--- config.mk ---
export PLATFORM = sky130hd
export DESIGN_NAME = adc_mode_field_decode
export DESIGN_NICKNAME = d
export VERILOG_FILES = /design/src/adc_mode_field_decode.v /design/src/span_pair_decode.v
export VERILOG_INCLUDE_DIRS = /design/src
export SDC_FILE = /design/constraint.sdc
export NUM_CORES = 1
export LEC_CHECK = 0
export ABC_AREA = 1
export BUFFER_PORTS_ARGS = -buffer_cell sky130_fd_sc_hd__buf_4
export CAP_MARGIN = 20
export CORE_MARGIN = 3
export CORE_UTILIZATION = 52
export DETAILED_ROUTE_END_ITERATION = 7
export HOLD_SLACK_MARGIN = 0.15
export PLACE_DENSITY = 0.86
export SLEW_MARGIN = 20
export SYNTH_ARGS = -nofsm -noshare
export SYNTH_HDL_FRONTEND = slang
export SYNTH_HIERARCHICAL = 1
export SYNTH_SLANG_ARGS = --single-unit
--- constraint.sdc ---
create_clock -name ref_clk -period 4 [get_ports ref_clk]
set_input_delay 1.2 -clock ref_clk [delete_from_list [all_inputs] [get_ports ref_clk]]
set_output_delay 1.2 -clock ref_clk [all_outputs]
set_load 0.01 [all_outputs]
--- src/opctl_map.vh ---
// register offsets, field positions, reset values and timing counts for the mode field decoder
`ifndef OPCTL_MAP_VH
`define OPCTL_MAP_VH
// byte addresses on the apb bus
`define ADDR_OPCTL 12'h000
`define ADDR_STATUS 12'h004
`define ADDR_SELECT 12'h008
`define ADDR_BITS 12
// field positions inside operating_control
`define F_POLARITY 12
`define F_PIN_EN 11
`define F_PORT_HI 10
`define F_PORT_LO 9
`define F_WORD_LEN 8
`define F_REF_SCALE 7
`define F_SPAN_HI 6
`define F_SPAN_LO 4
`define F_BREAK 3
`define F_PAIR_HI 2
`define F_PAIR_LO 0
// reset value: span code 111, pair code 100, all else zero
`define OPCTL_RESET 16'h0074
// serial read lengths in serial clock cycles
`define WORD_BITS_SHORT 5'h10
`define WORD_BITS_LONG 5'h18
`endif

--- src/adc_mode_field_decode.v ---
// apb-reached operating control register and decode of its lower fields
//
// Chosen here: the APB register port and the address map.
`timescale 1ns/1ps
`default_nettype none
`include "opctl_map.vh"

module adc_mode_field_decode (
  input wire ref_clk,
  input wire rst,
  input wire psel,
  input wire penable,
  input wire pwrite,
  input wire [11:0] paddr,
  input wire [31:0] pwdata,
  input wire [3:0] pstrb,
  output reg [31:0] prdata,
  output reg pready,
  output reg pslverr,
  output reg sharedInputPortPinHiOut,
  output reg sharedInputPortPinHiOe_n,
  output reg sharedInputPortPinLoOut,
  output reg sharedInputPortPinLoOe_n,
  output reg resultWordLengthSelect,
  output reg [4:0] resultWordBits,
  output reg referenceScaleSelect,
  output reg [7:0] spanSelect,
  output reg unipolarSelect,
  output reg breakDetectCurrentEnable,
  output reg [2:0] positiveInputSel,
  output reg [2:0] negativeInputSel,
  output reg differentialSelect,
  output reg testModeSelect,
  output reg [1:0] calibrationPairSel
);
  // the register itself, the only store of field values
  reg [15:0] operatingControl;
  wire [2:0] inputSpanCode;
  wire [2:0] inputPairCode;
  wire [7:0] decSpan;
  wire decUnipolar;
  wire [1:0] decCal;
  wire [2:0] decPos;
  wire [2:0] decNeg;
  wire decDiff;
  wire decTest;
  wire accessPhase;
  wire writeOk;
  reg [31:0] next_prdata;
  reg next_slverr;
  // reset view of the decoded fields, so output reset values cannot drift from the register reset
  wire [15:0] resetWord;
  wire [7:0] rstSpan;
  wire rstUnipolar;
  wire [1:0] rstCal;
  wire [2:0] rstPos;
  wire [2:0] rstNeg;
  wire rstDiff;
  wire rstTest;
  assign resetWord = `OPCTL_RESET;

  assign inputSpanCode = operatingControl[`F_SPAN_HI:`F_SPAN_LO];
  assign inputPairCode = operatingControl[`F_PAIR_HI:`F_PAIR_LO];

  // known address check, used by both read and write paths
  function mapped;
    input [11:0] addr;
    begin
      mapped = (addr == `ADDR_OPCTL) || (addr == `ADDR_STATUS) || (addr == `ADDR_SELECT);
    end
  endfunction

  // pin level: a disabled pin shows 0, so nothing stale appears when its driver turns back on
  function pinLevel;
    input enable;
    input portBit;
    begin
      pinLevel = enable & portBit;
    end
  endfunction

  // active-low driver enable, low while the pin is driven
  function pinOeN;
    input enable;
    begin
      pinOeN = ~enable;
    end
  endfunction

  // serial clocks per result word for a given word length bit
  function [4:0] wordBitsFor;
    input wordLong;
    begin
      wordBitsFor = wordLong ? `WORD_BITS_LONG : `WORD_BITS_SHORT;
    end
  endfunction

  span_pair_decode decoder (
    .inputSpanCode(inputSpanCode),
    .inputPairCode(inputPairCode),
    .polarity(operatingControl[`F_POLARITY]),
    .spanOneHot(decSpan),
    .unipolarSpan(decUnipolar),
    .calPair(decCal),
    .posInput(decPos),
    .negInput(decNeg),
    .diffMode(decDiff),
    .testMode(decTest)
  );

  // second decoder on the constant reset codes; it folds to constants
  // and keeps one source of truth for what each code means
  span_pair_decode resetDecoder (
    .inputSpanCode(resetWord[`F_SPAN_HI:`F_SPAN_LO]),
    .inputPairCode(resetWord[`F_PAIR_HI:`F_PAIR_LO]),
    .polarity(resetWord[`F_POLARITY]),
    .spanOneHot(rstSpan),
    .unipolarSpan(rstUnipolar),
    .calPair(rstCal),
    .posInput(rstPos),
    .negInput(rstNeg),
    .diffMode(rstDiff),
    .testMode(rstTest)
  );

  // slave answers in the second access cycle; pready is a flop so it rises one edge after penable
  assign accessPhase = psel & penable & ~pready;
  assign writeOk = accessPhase & pwrite & (paddr == `ADDR_OPCTL);

  // read mux; status and select words mirror the decoded selections for software
  always @* begin
    next_prdata = 32'h00000000;
    next_slverr = ~mapped(paddr);
    case (paddr)
      `ADDR_OPCTL: begin
        // the control word sits in the low half, upper half reads zero
        next_prdata = {16'h0000, operatingControl};
      end
      `ADDR_STATUS: begin
        // span one-hot in 15:8, test flag 6, calibration pair 5:4, positive input 2:0
        next_prdata = {16'h0000, decSpan, 1'b0, decTest, decCal, 1'b0, decPos};
      end
      `ADDR_SELECT: begin
        // differential 6, unipolar 5, word length in serial clocks 4:0
        next_prdata = {24'h000000, 1'b0, decDiff, decUnipolar, resultWordBits};
      end
      default: begin
        next_prdata = 32'h00000000;
      end
    endcase
  end

  // handshake: one pready pulse per transfer; the ~pready term in accessPhase
  // keeps the cycle in which pready is high from being served again; a master holding penable past it is served twice
  always @(posedge ref_clk) begin
    if (rst) begin
      pready <= 1'b0;
      pslverr <= 1'b0;
    end else begin
      pready <= accessPhase;
      pslverr <= accessPhase & next_slverr;
    end
  end

  // read data is captured on the access edge and held until the next read
  always @(posedge ref_clk) begin
    if (rst) begin
      prdata <= 32'h00000000;
    end else if (accessPhase & ~pwrite) begin
      prdata <= next_prdata;
    end
  end

  // register write: only the access edge commits, so fields never change mid-transfer
  // writes to the read-only words or to holes are dropped without touching the register
  always @(posedge ref_clk) begin
    if (rst) begin
      operatingControl <= `OPCTL_RESET;
    end else if (writeOk) begin
      // byte lanes are independent; a lane left out keeps its old fields
      if (pstrb[0]) begin
        operatingControl[7:0] <= pwdata[7:0];
      end
      if (pstrb[1]) begin
        operatingControl[15:8] <= pwdata[15:8];
      end
    end
  end

  // outputs follow the committed register one edge later, all from flops;
  // the extra edge costs a cycle but keeps every output glitch free

  // hi pin driver enable follows the pin enable bit
  always @(posedge ref_clk) begin
    if (rst) begin
      sharedInputPortPinHiOe_n <= pinOeN(resetWord[`F_PIN_EN]);
    end else begin
      sharedInputPortPinHiOe_n <= pinOeN(operatingControl[`F_PIN_EN]);
    end
  end

  // lo pin driver enable follows the same bit, so both pins switch together
  always @(posedge ref_clk) begin
    if (rst) begin
      sharedInputPortPinLoOe_n <= pinOeN(resetWord[`F_PIN_EN]);
    end else begin
      sharedInputPortPinLoOe_n <= pinOeN(operatingControl[`F_PIN_EN]);
    end
  end

  // hi pin level; held because only a write changes the register behind it
  always @(posedge ref_clk) begin
    if (rst) begin
      sharedInputPortPinHiOut <= pinLevel(resetWord[`F_PIN_EN], resetWord[`F_PORT_HI]);
    end else begin
      sharedInputPortPinHiOut <= pinLevel(operatingControl[`F_PIN_EN], operatingControl[`F_PORT_HI]);
    end
  end

  // lo pin level, same holding behaviour as the hi pin
  always @(posedge ref_clk) begin
    if (rst) begin
      sharedInputPortPinLoOut <= pinLevel(resetWord[`F_PIN_EN], resetWord[`F_PORT_LO]);
    end else begin
      sharedInputPortPinLoOut <= pinLevel(operatingControl[`F_PIN_EN], operatingControl[`F_PORT_LO]);
    end
  end

  // word length bit as a level for the result register
  always @(posedge ref_clk) begin
    if (rst) begin
      resultWordLengthSelect <= resetWord[`F_WORD_LEN];
    end else begin
      resultWordLengthSelect <= operatingControl[`F_WORD_LEN];
    end
  end

  // serial engine counts these clocks before ready returns;
  // a change mid-read only takes effect on the next read
  always @(posedge ref_clk) begin
    if (rst) begin
      resultWordBits <= wordBitsFor(resetWord[`F_WORD_LEN]);
    end else begin
      resultWordBits <= wordBitsFor(operatingControl[`F_WORD_LEN]);
    end
  end

  // reference scale is only passed on; the host must match it to the fitted reference
  always @(posedge ref_clk) begin
    if (rst) begin
      referenceScaleSelect <= resetWord[`F_REF_SCALE];
    end else begin
      referenceScaleSelect <= operatingControl[`F_REF_SCALE];
    end
  end

  // one-hot span, codes 000 and 001 share the smallest span
  always @(posedge ref_clk) begin
    if (rst) begin
      spanSelect <= rstSpan;
    end else begin
      spanSelect <= decSpan;
    end
  end

  // span starts at zero when set, symmetric when clear
  always @(posedge ref_clk) begin
    if (rst) begin
      unipolarSelect <= rstUnipolar;
    end else begin
      unipolarSelect <= decUnipolar;
    end
  end

  // break-detect currents; left on they add an offset, so software clears them after a check
  always @(posedge ref_clk) begin
    if (rst) begin
      breakDetectCurrentEnable <= resetWord[`F_BREAK];
    end else begin
      breakDetectCurrentEnable <= operatingControl[`F_BREAK];
    end
  end

  // positive input number, 1..6
  always @(posedge ref_clk) begin
    if (rst) begin
      positiveInputSel <= rstPos;
    end else begin
      positiveInputSel <= decPos;
    end
  end

  // negative input number; the common return input for the single-ended codes
  always @(posedge ref_clk) begin
    if (rst) begin
      negativeInputSel <= rstNeg;
    end else begin
      negativeInputSel <= decNeg;
    end
  end

  // fully differential pair flag
  always @(posedge ref_clk) begin
    if (rst) begin
      differentialSelect <= rstDiff;
    end else begin
      differentialSelect <= decDiff;
    end
  end

  // shorted test input; only meaningful while the return input sits in common-mode range
  always @(posedge ref_clk) begin
    if (rst) begin
      testModeSelect <= rstTest;
    end else begin
      testModeSelect <= decTest;
    end
  end

  // calibration coefficient pair shared by conversion and coefficient access
  always @(posedge ref_clk) begin
    if (rst) begin
      calibrationPairSel <= rstCal;
    end else begin
      calibrationPairSel <= decCal;
    end
  end
endmodule // adc_mode_field_decode
`default_nettype wire

--- src/span_pair_decode.v ---
// combinational decode of span code and input pair code
`timescale 1ns/1ps
`default_nettype none
module span_pair_decode (
  input wire [2:0] inputSpanCode,
  input wire [2:0] inputPairCode,
  input wire polarity,
  output reg [7:0] spanOneHot,
  output reg unipolarSpan,
  output reg [1:0] calPair,
  output reg [2:0] posInput,
  output reg [2:0] negInput,
  output reg diffMode,
  output reg testMode
);
  // codes 000 and 001 both give the 20 mV span, each code above doubles it
  always @* begin
    spanOneHot = 8'h00;
    if (inputSpanCode == 3'h0)
      spanOneHot[1] = 1'b1;
    else
      spanOneHot[inputSpanCode] = 1'b1;
    unipolarSpan = polarity;
  end

  // input pair and calibration pair from the channel code, inputs numbered 1..6
  always @* begin
    // code 111 is the shorted test input, not a differential pair
    diffMode = inputPairCode[2] & ~(&inputPairCode);
    testMode = 1'b0;
    case (inputPairCode)
      3'h0: begin posInput = 3'h1; negInput = 3'h6; calPair = 2'h0; end
      3'h1: begin posInput = 3'h2; negInput = 3'h6; calPair = 2'h1; end
      3'h2: begin posInput = 3'h3; negInput = 3'h6; calPair = 2'h2; end
      3'h3: begin posInput = 3'h4; negInput = 3'h6; calPair = 2'h2; end
      3'h4: begin posInput = 3'h1; negInput = 3'h2; calPair = 2'h0; end
      3'h5: begin posInput = 3'h3; negInput = 3'h4; calPair = 2'h1; end
      3'h6: begin posInput = 3'h5; negInput = 3'h6; calPair = 2'h2; end
      default: begin posInput = 3'h6; negInput = 3'h6; calPair = 2'h2; testMode = 1'b1; end
    endcase
  end
endmodule // span_pair_decode
`default_nettype wire
Yosys cells after proc, flatten, opt, wreduce, memory -nomap -nowiden

Cells that the tools add are included.

Flip-flop bits (word level): 80
Input bits: 53
Output and inout bits: 65
Logic and storage cells: 67

Magnitude comparators: 2
Equal/unequal tests: 8
Mux-type cells: 11
Bitwise logic cells: 14
Reductions and logical operators: 13

Operators with widths:

| kind                | count |
|---|---|
| $pmux 16 s3         | 1 |
| $pmux 3 s5          | 1 |
| $eq 12x3->1 const B | 1 |
| $eq 12x4->1 const B | 1 |
| $logic_not 12->1    | 1 |
| $and 1x1->1         | 9 |
| $eq 3x3->1 const B  | 3 |
| $reduce_or 7->1     | 1 |
| $eq 3x2->1 const B  | 2 |
| $logic_not 3->1     | 2 |
| $mux 6              | 1 |
| $pmux 3 s2          | 1 |
| $reduce_or 2->1     | 3 |
| $not 1->1           | 5 |
| $lt 3x4->1 const B  | 1 |
| $mux 1              | 4 |
| $mux 4              | 1 |
| $pmux 2 s2          | 1 |
| $reduce_and 2->1    | 2 |
| $demux 1 s3         | 1 |
| $eq 3x1->1 const B  | 1 |
| $ge 3x1->1 const B  | 1 |
| $reduce_and 3->1    | 1 |
| $logic_or 1x1->1    | 2 |
| $logic_and 1x1->1   | 1 |

Logic depth before layout (Yosys ltp)

Word-level depth: 6
Gate-level depth with buffers: 10
Gate-level depth less buffers: 9

Modules after synthesis

Netlist, hierarchy kept.

By module, submodules not included:

| module                           | times used | cells each | area each (um^2) | sequential area each (um^2) |
|---|---|---|---|---|
| adc_mode_field_decode            | 1          | 353        | 2528.7           | 1181.1 |
| span_pair_decode at decoder      | 1          | 29         | 158.9            | 0.0 |
| span_pair_decode at resetDecoder | 1          | 29         | 143.9            | 0.0 |

Worst setup path before layout

Ideal clock, no wire load.

Path kind: input-to-reg
From: in paddr[1]
To: reg operatingControl[4]
Library setup time: 0.133 ns
Arrival time: 2.018 ns
Required time: 3.867 ns
Slack: 1.848 ns
Cell stages on the path: 9
Buffers on the path: 1
Cells stage by stage: nor2_2 -> nand2_2 -> nor2_4 -> nand2_2 -> clkinv_2 -> nand3_2 -> buf_6 -> nand2_1 -> nand3_1

Cells in the longest elaborated chain, start to end: 3

Ends and longest elaborated chain:

| item                       | RTL line                    | source |
|---|---|---|
| start, declared            | adc_mode_field_decode.v:14  | `input wire [11:0] paddr,` |
| $logic_not 12->1           | n/a                         |  |
| $and 1x1->1                | adc_mode_field_decode.v:128 | `` assign writeOk = accessPhase & pwrite & (paddr == `ADDR_OPCTL); `` |
| $reduce_and 2->1 (no line) | n/a                         |  |
| end signal, assigned       | adc_mode_field_decode.v:178 | `` operatingControl <= `OPCTL_RESET; `` |
| end signal, assigned       | adc_mode_field_decode.v:182 | `operatingControl[7:0] <= pwdata[7:0];` |
| end, declared              | adc_mode_field_decode.v:37  | `reg [15:0] operatingControl;` |

Every way passes these cells.
A chain may end at the register's enable or synchronous reset.

Worst setup path in the final report

From: in paddr[9]
To: reg operatingControl[5]

Same word-level chain as after synthesis.

==> out/qor.txt <==
Routed Antenna Nets: 0
fin crit period: 2.64 ns
Crit. End Element: register
clock root buffer: clkbuf_8
yosys warns: 6
most used cell, CP: nand2_1
Hold Violations, Final: 0
Layout Skew: 0.00884 ns
WL per Instance: 11.3 um
Num CTS Buffers: 9
crit path DAT: 2.92 ns
CP bufs+invs: 3
GRT Total Usage: 21.8%
Post-Syn Area: 2830 sq um
commonest non-fill, non-tap cell in the layout: nand2_1
initial antenna violation count: 0
crit path cell chain: buf_4 > nor2_1 > nand2_1 > nor2_4 > nand2_2 > clkinv_2 > nand3_2 > inv_1 > nand2_1 > nand3_1
Worst-path clk slew: 0.06 ns
total power: 1.36 mW
layout cells sized above 1: 24.2%
leading post-synthesis cells by cell area: dfxtp_1, nand2_1, buf_4, nand3_1, nor2_1
most frequent cells in the layout: nand2_1, buf_4, dfxtp_1
IO Count: 118
Post-Route WL: 6.54 mm
async set-reset flop share out of synthesis: 0%
DRC: 0
leakage power: 1.90 nW
row count: 26
via count: 2660
Max Root-Sink Buffers: 2
post-synthesis simple-gate area fraction: 35.6%
endpoints failing setup: 0
Mapped Cells: 411
area leader, netlist: dfxtp_1
Seq cells post-synth: 59
Initial Util: 54.7%
Critical Path RT: 4.28 ns
GRT overflow: 0
status: finished, final reports clean
largest net degree at the start of global routing: 40
post-synthesis sequential area ratio: 41.7%
fin crit share: 66.0%
Netlist cell types: 23
Max Cap Viol: 0
Post-synth top flop: dfxtp_1
Worst VDD drop: 212 uV
# Post-CTS Setup Buffers: 0
area growth from synthesis to layout: 28.3%
TritonRoute pass-1 iters: 5
H-Tree Depth: 3
Critical Path Fanout Max: 23
PortBufs: 79
Cell Pwr Density: 375 nW/um^2
Synth Area in Compound Gates: 6.32%
Post-synth EDFFs: 0
Max Transition Viols Final: 0
Crit-path slowest cell: nor2_4
routability cong.: 0.813
worst skew pair latency: 0.35 ns
fmax: 0.379 GHz
hold buffers post-CTS: 0
delay-heaviest family, CP: simple AND/OR/NAND/NOR gates
die width: 79.8 um
cts repair resizes: 0
core outline area: 5170 sq um
vias in the first global route: 2351
full die area: 6370 sq um
post-synth top area share: 41.7%
Die Height: 79.8 um
worst stage delay on the critical path: 0.43 ns
first-pass GRT wire length: 10.5 mm
RSZ-0062 raised after global routing: no
hpwl dp: 4.81 mm
main combinational cell family by area after synthesis: simple AND/OR/NAND/NOR gates
fraction of synthesized area in multiplexers: 0%
CP Launch Type: input port
adder-cell share of the synthesized area: 0%
vias per cell: 4.59
CTS tree: done
Mean Syn Cell Area: 6.89 sq um
initial detailed-routing violation count: 251
n_diodes: 0
Setup TNS Final: 0 ns
xor and xnor area share after synthesis: 0%
Nets: 557
worst-margin pin slew: 0.571 ns
max_slew headroom: 61.8%
Crit Path Category: input port to register
Hold Path Class: register to register
clk sink count: 59
-- routing by layer --
layer,global-route usage (%),vias up,share of wire [%]
met1,27.0,1160,42
met5,0,-,0
li1,-,1382,-
met2,34.4,102,48
met3,6.77,16,8.1
met4,9.97,0,2.2
-- state kept, by name (all words and copies together) (netlist names), 2 cells and up --
| name | flops |
|---|---|
| prdata | 16 |
| negativeInputSel | 3 |
| spanSelect | 8 |
| operatingControl | 16 |
| calibrationPairSel | 2 |
| positiveInputSel | 3 |
-- worst register-to-register path, stage by stage, from the launching register on --
cell and delay [ns]:
dfxtp_1 0.32, nor2_1 0.13, inv_1 0.07, nor2_1 0.39, nand3_2 0.31, inv_1 0.19
nand2_1 0.09, nand3_1 0.06
-- final timing paths --
kind                            slack [ns]  cells past startpoint                                  end                               from
worst max-delay path                  1.36                     10     operatingControl[5]$_SDFFE_PP1P_                           paddr[9]
worst min-delay path                  0.44                      1  sharedInputPortPinLoOe_n$_SDFF_PP1_  operatingControl[11]$_SDFFE_PP0P_
worst max register to register        2.37                      7     operatingControl[5]$_SDFFE_PP1P_                  pready$_SDFF_PP0_
worst min register to register        0.44                      1  sharedInputPortPinLoOe_n$_SDFF_PP1_  operatingControl[11]$_SDFFE_PP0P_
-- final cells by class --
class / count / area [sq um]
clock buffer: 11 / 141
clock inverter: 5 / 100
fill: 417 / 1540
inverter: 39 / 148
multi-input combinational: 316 / 1380
sequential: 59 / 1180
tap: 70 / 87.6
timing repair buffer: 79 / 593
-- synth_stat cells (5+ instances only) --
master and count:
inv_2 10, nor3_1 7, nor3_2 5, o21ai_1 8, buf_4 30, o21ai_0 6
nand2_1 132, dfxtp_1 59, a21oi_1 20, nor2_1 38, clkbuf_1 10, inv_1 28
nand3_1 35
-- power by group --
part           internal [mW]  total (mW)  switching [mW]
sequential             0.599       0.602         0.00284
combinational         0.0448       0.105          0.0603
clock                  0.428       0.654           0.226
total                   1.07        1.36           0.289
-- per-stage QoR --
stage | hold slack [ns] | cell area (sq um) | util (%) | worst slack, ns | instances
final | 0.440 | 3630 | 70.2 | 1.36 | 579
after global routing | 0.456 | 3630 | 70.2 | 1.16 | 579
after CTS | 0.444 | 3630 | 70.2 | 1.41 | 579
after detailed placement | 0.429 | 3390 | 65.6 | 1.06 | 563
after global placement | 0.414 | 3390 | 65.6 | 1.07 | 563
after floorplan | 0.406 | 3010 | - | 1.85 | 459
-- kinds of logic (layout without fill, tap and decap cells) --
kind of cell,after synthesis,count (layout)
flops,59,59
simple gates,229,229
other cells,4,52
buf+inv,84,134
compound gates,35,35
(Power assumes the default switching activity.)
